--- config.mk ---
export PLATFORM = sky130hd
export DESIGN_NAME = cocr_control_reg
export DESIGN_NICKNAME = d
export VERILOG_FILES = /design/src/design/cocr_reset_sync.v /design/src/design/cocr_control_reg.v
export VERILOG_INCLUDE_DIRS = /design/src /design/src/design
export SDC_FILE = /design/constraint.sdc
export NUM_CORES = 1
export LEC_CHECK = 0
export ABC_AREA = 1
export BUFFER_PORTS_ARGS = -buffer_cell sky130_fd_sc_hd__buf_2
export CORE_ASPECT_RATIO = 0.6
export CORE_MARGIN = 3
export CORE_UTILIZATION = 42
export CTS_CLUSTER_SIZE = 14
export DETAILED_ROUTE_END_ITERATION = 16
export PLACE_DENSITY = 0.75
export REMOVE_ABC_BUFFERS = 1
export SLEW_MARGIN = 20
export SYNTH_ARGS = -nofsm -noshare
export SYNTH_HDL_FRONTEND = slang
export SYNTH_SLANG_ARGS = --single-unit
--- constraint.sdc ---
create_clock -name core_clk -period 1 [get_ports core_clk]
set_input_delay 0.15 -clock core_clk [delete_from_list [all_inputs] [get_ports core_clk]]
set_output_delay 0.15 -clock core_clk [all_outputs]
set_load 0.005 [all_outputs]
--- src/design/cocr_consts.vh ---
// Constants for the charger option three control register block.
// Assumes byte-wide register access from an external serial engine.
`ifndef COCR_CONSTS_VH
`define COCR_CONSTS_VH

// Byte addresses of the two halves of the register.
`define COCR_ADDR_LOW           8'h34
`define COCR_ADDR_HIGH          8'h35
`define COCR_RESET_VALUE        16'h0030
`define COCR_READ_IDLE          8'h00
`define COCR_CELL_SELECT_RESET  2'h0
// First register bit carried by the high byte lane.
`define COCR_HIGH_BYTE_BASE     8

// High byte field positions within the 16-bit register.
`define COCR_BIT_HIZ            15
`define COCR_BIT_RESTORE        14
`define COCR_BIT_REMEASURE      13
`define COCR_BIT_REVERSE        12
`define COCR_BIT_OPTIMIZER      11
// Low byte field positions.
`define COCR_BIT_CONS_SUPP      6
`define COCR_BIT_PIN_SELECT     5
`define COCR_CLAMP_MSB          4
`define COCR_CLAMP_LSB          3
`define COCR_BIT_RANGE_LOW      2
`define COCR_BIT_BATT_OFF_IDLE  1
`define COCR_BIT_PMON_SELECT    0

// Clamp field encodings and the clamp level in amperes.
`define COCR_CLAMP_6A_CODE      2'h0
`define COCR_CLAMP_10A_CODE     2'h1
`define COCR_CLAMP_15A_CODE     2'h2
`define COCR_CLAMP_OFF_CODE     2'h3
`define COCR_CLAMP_6A           5'h06
`define COCR_CLAMP_10A          5'h0A
`define COCR_CLAMP_15A          5'h0F
`define COCR_CLAMP_NONE         5'h00

// Minimum system voltage single-cell default, in millivolts (3584 mV).
`define COCR_MINIMUM_SYSTEM_VOLTAGE_DEFAULT   16'h0E00

// Remeasure sequencer states.
`define COCR_ST_IDLE            1'h0
`define COCR_ST_MEASURE         1'h1

`endif

--- src/design/cocr_reset_sync.v ---
// Reset release synchroniser for the control register block.
// Assumes an asynchronous active-low reset that may be released at any time.
`timescale 1ns/100ps
`default_nettype none

module cocr_reset_sync (
    // Clock and raw reset
    input  wire core_clk,
    input  wire reset_n,
    // Synchronised reset
    output wire sync_reset_n
);

    reg [1:0] stage;

    // Assertion is immediate, release waits two edges to avoid metastability.
    always @(posedge core_clk or negedge reset_n) begin
        if (!reset_n) begin
            stage <= 2'h0;
        end else begin
            stage <= {stage[0], 1'b1};
        end
    end

    assign sync_reset_n = stage[1];

endmodule

`default_nettype wire

--- src/design/cocr_control_reg.v ---
// Charger option three control register with its control side effects.
// Assumes byte accesses arrive already decoded by the serial engine, one
// access per strobe, and that the converter side answers remeasure requests.
//
// Summary of operation
// - At power-on the register holds 0030h, so every high-byte control is zero.
// - The high-impedance bit puts the device in minimal-current state, keeping the regulator on from the battery when input is above lockout.
// - Writing one to the restore bit returns all registers to defaults except the input voltage limit threshold.
// - A restore loads the 3.584V single-cell minimum system voltage and the charge voltage chosen by the cell-count pin.
// - The restore bit clears itself after the restore, so a later read shows zero.
// - Writing one to the remeasure bit pauses the converter until the measurement ends, then clears the bit and restarts.
// - Reverse supply runs only while its enable bit is one, the pin-function select is one and the external enable pin is high.
// - The input current optimizer runs only while its enable bit is one, zero at power-on.
// - The pin-function select routes the shared pin to supplement mode when zero or reverse supply when one, one at power-on.
// - The clamp field selects 6A, 10A or 15A, 15A at power-on, and 11b turns the clamp off.
// - The range bit selects the high reverse output range when zero and the low range when one.
`timescale 1ns/100ps
`default_nettype none
`include "cocr_consts.vh"

module cocr_control_reg (
    // Clock and reset
    input  wire        core_clk,
    input  wire        reset_n,
    // Byte register access
    input  wire [7:0]  reg_addr,
    input  wire        reg_wr_en,
    input  wire [7:0]  reg_wr_data,
    input  wire        reg_rd_en,
    output reg  [7:0]  reg_rd_data,
    output reg         reg_rd_hit,
    // Device pins and converter status
    input  wire        shared_pin_level,
    input  wire        input_above_uvlo,
    input  wire [1:0]  cell_count_pin,
    input  wire        remeasure_done,
    // Restore-defaults outputs
    output reg         restore_defaults_pulse,
    output reg  [15:0] minimum_system_voltage_load,
    output reg  [1:0]  charge_voltage_default_select,
    // Remeasure outputs
    output reg         remeasure_start_pulse,
    output wire        converter_pause,
    output reg         converter_restart_pulse,
    // Operating controls
    output wire        high_impedance_state_enable,
    output wire        internal_regulator_output_on,
    output wire        system_from_battery,
    output wire        battery_switch_off_in_idle,
    output wire        reverse_supply_active,
    output wire        supplement_mode_pin_enable,
    output wire        conservative_supplement_enable,
    output wire        input_current_optimizer_enable,
    output wire        inductor_clamp_enable,
    output reg  [4:0]  inductor_clamp_amps,
    output wire        reverse_output_range_select,
    output wire        power_monitor_reverse_select
);

    wire        rst_n;
    reg  [15:0] charger_option_three_control;
    reg  [15:0] next_control;
    reg         meas_state;
    reg         next_meas_state;
    wire        wr_low;
    wire        wr_high;
    wire        restore_req;
    wire        remeasure_req;
    wire        meas_finish;
    reg  [7:0]  next_rd_data;
    reg         next_rd_hit;

    cocr_reset_sync u_reset_sync (
        .core_clk     (core_clk),
        .reset_n      (reset_n),
        .sync_reset_n (rst_n)
    );

    // Byte lane decodes; a strobe to any other address is ignored here.
    assign wr_low        = reg_wr_en && (reg_addr == `COCR_ADDR_LOW);
    assign wr_high       = reg_wr_en && (reg_addr == `COCR_ADDR_HIGH);
    assign restore_req   = wr_high && reg_wr_data[`COCR_BIT_RESTORE - `COCR_HIGH_BYTE_BASE];
    assign remeasure_req = wr_high && reg_wr_data[`COCR_BIT_REMEASURE - `COCR_HIGH_BYTE_BASE];

    // Remeasure sequencer: a new request in the done cycle wins and restarts it.
    always @* begin
        next_meas_state = meas_state;
        case (meas_state)
            `COCR_ST_IDLE: begin
                if (remeasure_req) begin
                    next_meas_state = `COCR_ST_MEASURE;
                end
            end
            `COCR_ST_MEASURE: begin
                if (remeasure_done && !remeasure_req) begin
                    next_meas_state = `COCR_ST_IDLE;
                end
            end
            default: begin
                next_meas_state = `COCR_ST_IDLE;
            end
        endcase
    end

    // Reserved bits are stored as written; the host keeps them zero.
    always @* begin
        next_control = charger_option_three_control;
        if (restore_req) begin
            next_control = `COCR_RESET_VALUE;
        end else begin
            if (wr_low) begin
                next_control[7:0] = reg_wr_data;
            end
            if (wr_high) begin
                next_control[15:8] = reg_wr_data;
            end
        end
        // Restore is an action, not a state; the bit never reads back as one.
        next_control[`COCR_BIT_RESTORE] = 1'b0;
        // The remeasure bit mirrors the sequencer, so a host that writes zero to it
        // mid-measurement cannot cancel a pause that the converter relies on.
        next_control[`COCR_BIT_REMEASURE] = next_meas_state;
    end

    always @(posedge core_clk or negedge rst_n) begin
        if (!rst_n) begin
            charger_option_three_control  <= `COCR_RESET_VALUE;
            meas_state                    <= `COCR_ST_IDLE;
            restore_defaults_pulse        <= 1'b0;
            minimum_system_voltage_load   <= `COCR_MINIMUM_SYSTEM_VOLTAGE_DEFAULT;
            charge_voltage_default_select <= `COCR_CELL_SELECT_RESET;
            remeasure_start_pulse         <= 1'b0;
            converter_restart_pulse       <= 1'b0;
        end else begin
            charger_option_three_control <= next_control;
            meas_state                   <= next_meas_state;
            restore_defaults_pulse       <= restore_req;
            remeasure_start_pulse        <= remeasure_req;
            converter_restart_pulse      <= meas_finish;
            if (restore_req) begin
                minimum_system_voltage_load   <= `COCR_MINIMUM_SYSTEM_VOLTAGE_DEFAULT;
                charge_voltage_default_select <= cell_count_pin;
            end
        end
    end

    // The restart pulse marks the one cycle in which a measurement ends.
    // A new request in that cycle keeps the sequencer busy, so no restart is sent.
    assign meas_finish = (meas_state == `COCR_ST_MEASURE) &&
                         (next_meas_state == `COCR_ST_IDLE);

    // Read decode: only the two byte lanes of this register answer.
    always @* begin
        next_rd_hit  = 1'b0;
        next_rd_data = `COCR_READ_IDLE;
        if (reg_rd_en) begin
            case (reg_addr)
                `COCR_ADDR_LOW: begin
                    next_rd_hit  = 1'b1;
                    next_rd_data = charger_option_three_control[7:0];
                end
                `COCR_ADDR_HIGH: begin
                    next_rd_hit  = 1'b1;
                    next_rd_data = charger_option_three_control[15:8];
                end
                default: begin
                    next_rd_hit  = 1'b0;
                    next_rd_data = `COCR_READ_IDLE;
                end
            endcase
        end
    end

    // Read data is registered; other addresses belong to other registers.
    always @(posedge core_clk or negedge rst_n) begin
        if (!rst_n) begin
            reg_rd_data <= `COCR_READ_IDLE;
            reg_rd_hit  <= 1'b0;
        end else begin
            reg_rd_data <= next_rd_data;
            reg_rd_hit  <= next_rd_hit;
        end
    end

    // Clamp level decode.
    always @* begin
        case (charger_option_three_control[`COCR_CLAMP_MSB:`COCR_CLAMP_LSB])
            `COCR_CLAMP_6A_CODE:  inductor_clamp_amps = `COCR_CLAMP_6A;
            `COCR_CLAMP_10A_CODE: inductor_clamp_amps = `COCR_CLAMP_10A;
            `COCR_CLAMP_15A_CODE: inductor_clamp_amps = `COCR_CLAMP_15A;
            default:              inductor_clamp_amps = `COCR_CLAMP_NONE;
        endcase
    end

    assign inductor_clamp_enable = charger_option_three_control[`COCR_CLAMP_MSB:`COCR_CLAMP_LSB]
                                   != `COCR_CLAMP_OFF_CODE;

    assign converter_pause = meas_state;

    assign high_impedance_state_enable  = charger_option_three_control[`COCR_BIT_HIZ];
    // In idle the regulator survives only while the input stays above lockout.
    assign internal_regulator_output_on = !high_impedance_state_enable ||
                                          input_above_uvlo;
    assign system_from_battery          = high_impedance_state_enable;
    assign battery_switch_off_in_idle   = high_impedance_state_enable &&
                                          charger_option_three_control[`COCR_BIT_BATT_OFF_IDLE];

    // The shared pin serves only one function at a time, chosen by the select bit.
    assign reverse_supply_active = charger_option_three_control[`COCR_BIT_REVERSE] &&
                                   charger_option_three_control[`COCR_BIT_PIN_SELECT] &&
                                   shared_pin_level;
    assign supplement_mode_pin_enable = !charger_option_three_control[`COCR_BIT_PIN_SELECT] &&
                                        shared_pin_level;

    assign conservative_supplement_enable = charger_option_three_control[`COCR_BIT_CONS_SUPP];
    assign input_current_optimizer_enable = charger_option_three_control[`COCR_BIT_OPTIMIZER];
    assign reverse_output_range_select    = charger_option_three_control[`COCR_BIT_RANGE_LOW];
    assign power_monitor_reverse_select   = charger_option_three_control[`COCR_BIT_PMON_SELECT];

endmodule

`default_nettype wire

==> flow_summary.json <==
{
  "drv_slew": 0,
  "clock-root-buffer": "clkbuf_8",
  "clk_pin_slew_ps": 60,
  "worstSetupStartpoint": "charger_option_three_control[4]",
  "fin_hold_ws_ps": 57.9,
  "reg2reg_slack_ps": -110,
  "cts_tree": "yes",
  "routed_wl_um": 3400,
  "synthDistinctLibCells": 22,
  "p_sw_frac": 0.246,
  "crit_path_end": "inductor_clamp_amps[2]",
  "io_pins": 72,
  "chipHeight_um": 53.3,
  "syn_inst": 173,
  "first_global_vias": 1193,
  "cts.path.max_buffers": 2,
  "ys_ff_latch": 31,
  "yosysTopAreaCell": "dfrtp_1",
  "grt_max_degree": 30,
  "drive_gt1_frac": 0.433,
  "dp_slack_ps": -154,
  "place_area_um2": 1850,
  "p_sw_mw": 0.641,
  "drt_iter0_drc": 57,
  "finalSetupViolCount": 13,
  "ys_seq_area_frac": 0.498,
  "fin_crit_sh": 1.40,
  "clock_latency_ps": 280,
  "p_total_mw": 2.60,
  "worstReg2RegStart": "charger_option_three_control[4]",
  "syn_area_um2": 1560,
  "reg2reg_depth": 5,
  "leakage_nw": 1.22,
  "cp_max_fo": 4,
  "startpoint_type": "flip-flop",
  "gp_congestion": 0.744,
  "postSynthAreaPerCell_um2": 9.03,
  "fmax_mhz": 713,
  "status": "finished with violations",
  "dp_hpwl_um": 2470,
  "cts-buffers-inserted": 5,
  "synth_top_area_frac": 0.464,
  "ir_drop_mv": 0.622,
  "vias_per_cell": 4.44,
  "grt_use_total": 0.166,
  "rows": 16,
  "end_kind": "output port",
  "finalCriticalPeriod_ps": 1400,
  "cp.arrival_ps": 1250,
  "combPwrFrac": 0.138,
  "skew_ps": 2.68,
  "core-area_um2": 3400,
  "layout_setup_ws_ps": -402,
  "nets": 273,
  "wl_per_cell_um": 11.7,
  "p_seq_frac": 0.508,
  "dr.pass1.iters": 4,
  "yosys-top-cells-area": "dfrtp_1 (46%), nand2_1 (11%), buf_4 (9.1%)",
  "antenna_found_initial": 0,
  "worst_ep_required_time_ps": 850,
  "crit_type": "reg -> out",
  "drc": 0,
  "io_buffers": 54,
  "start_util": 0.459,
  "r2r_end": "reg_rd_data[4]",
  "overflow": 0,
  "clock-sinks": 31,
  "drtAntennaViolNets": 0,
  "fill_cells": 308,
  "die_w_um": 84.8,
  "area_growth_pct": 33.1,
  "die-area_um2": 4510,
  "synth_warnings": 0,
  "rsz0062_at_grt": "yes",
  "hp-class": "in -> reg",
  "powerDensity_nw_per_um2": 1250,
  "finalSetupTns_ps": -2950,
  "num_antenna_cells": 0,
  "dr_total_vias": 1287,
  "finalHoldViolCount": 0,
  "power.internal_mw": 1.96,
  "p_clk_frac": 0.354,
  "grt_pass1_wl_um": 5420,
  "maxCapViolCount": 0,
  "failed_checks": "setup timing",
  "fin_area_um2": 2080,
  "cts_max_level": 2
}
## repair_timing
action                                  4_1_cts  5_1_grt
endpoints found under the setup margin       11       15
resized for setup                            13        7
setup buffers                                 4        4
pin swaps                                     4        2
endpoints found under the hold margin         2        0
hold buffers                                  1        0
## cell type report
type / count / area (um2) / share of cell area
clock inverter: 1 / 5.00 / 0.00241
tap: 45 / 56.3 / 0.0271
multi-input combinational: 117 / 659 / 0.317
timing repair buffer: 68 / 423 / 0.203
inverter: 21 / 80.1 / 0.0385
clock buffer: 7 / 76.3 / 0.0367
sequential: 31 / 779 / 0.375
## registers in the layout (all words and copies together), names as in the netlist
register / cells
converter_restart_pulse: 1
restore_defaults_pulse: 1
converter_pause: 1
u_reset_sync.stage: 2
remeasure_start_pulse: 1
reg_rd_hit: 1
reg_rd_data: 8
charger_option_three_control: 14
charge_voltage_default_select: 2
## layer usage
layer | vias to the layer above | part of all wire | track usage | wire length, um
met5 | - | 0 | 0 | 0
met4 | 0 | 0.0059 | 0.0868 | 20
met3 | 4 | 0.090 | 0.0575 | 305
met2 | 50 | 0.45 | 0.260 | 1510
met1 | 591 | 0.46 | 0.204 | 1560
li1 | 642 | - | - | -
## cell usage after synthesis, drive strengths merged
cell type  count
nand2         53
conb           2
nand3         20
ha             4
or2            2
nor2          10
dfstp          2
a21oi          8
buf           20
dfrtp         29
clkinv         1
inv           20
nand4          1
o21ai          1
## placed cells by master, fill, tap and decap left out, types with 2 or more instances in the layout
| cell | Yosys | layout |
|---|---|---|
| buf_4 | 19 | 10 |
| inv_1 | 15 | 12 |
| dfrtp_1 | 29 | 28 |
| clkbuf_1 | 0 | 2 |
| dfstp_2 | 2 | 2 |
| nor2_1 | 6 | 5 |
| nor2_8 | 2 | 2 |
| conb_1 | 2 | 18 |
| nand2_2 | 6 | 7 |
| a21oi_1 | 8 | 7 |
| buf_2 | 0 | 50 |
| nand2_1 | 46 | 45 |
| clkbuf_8 | 0 | 5 |
| nor2_2 | 1 | 2 |
| clkinv_2 | 1 | 2 |
| nand3_1 | 19 | 19 |
| buf_6 | 1 | 6 |
| inv_2 | 5 | 8 |
| ha_4 | 0 | 3 |
## power groups by stage
stage | combinational [mW] | sequential [mW] | clock, mW
2_1_floorplan | 0.108 | 1.36 | 0
3_5_place_dp | 0.268 | 1.34 | 0
6_report | 0.358 | 1.32 | 0.922
4_1_cts | 0.334 | 1.32 | 0.952
3_3_place_gp | 0.263 | 1.34 | 0
5_1_grt | 0.404 | 1.33 | 0.999
## cells by family (layout without fill, tap and decap cells)
logic type,Yosys count,count (layout),synth area share
AOI/OAI and AO/OA,9,9,0.0288
adders and majority gates,4,4,0.0320
buffers and inverters,41,97,0.150
DFF,31,31,0.498
other,2,18,0.00481
and+or+nand+nor,86,86,0.287
## worst min-delay path by stage
stage,start,end,cells past startpoint
floorplan,reset_n,u_reset_sync.stage[0],0
global placement,reset_n,u_reset_sync.stage[1],1
detailed placement,reset_n,u_reset_sync.stage[1],1
CTS,cell_count_pin[1],charge_voltage_default_select[1],3
global route,cell_count_pin[1],charge_voltage_default_select[1],3
finish,cell_count_pin[1],charge_voltage_default_select[1],3
## stage by stage
| step | util | cells |
|---|---|---|
| after CTS | 0.595 | 286 |
| after global placement | 0.542 | 273 |
| after detailed placement | 0.542 | 273 |
| final | 0.611 | 290 |
| after global routing | 0.611 | 290 |
| after floorplan | - | 169 |
## critical path, stage by stage (launching register included)
cell and delay (ps):
dfstp_2 560, inv_2 50, ha_4 150, nor2_2 60, nor2_1 40, buf_2 120
(Power assumes the default switching activity.)
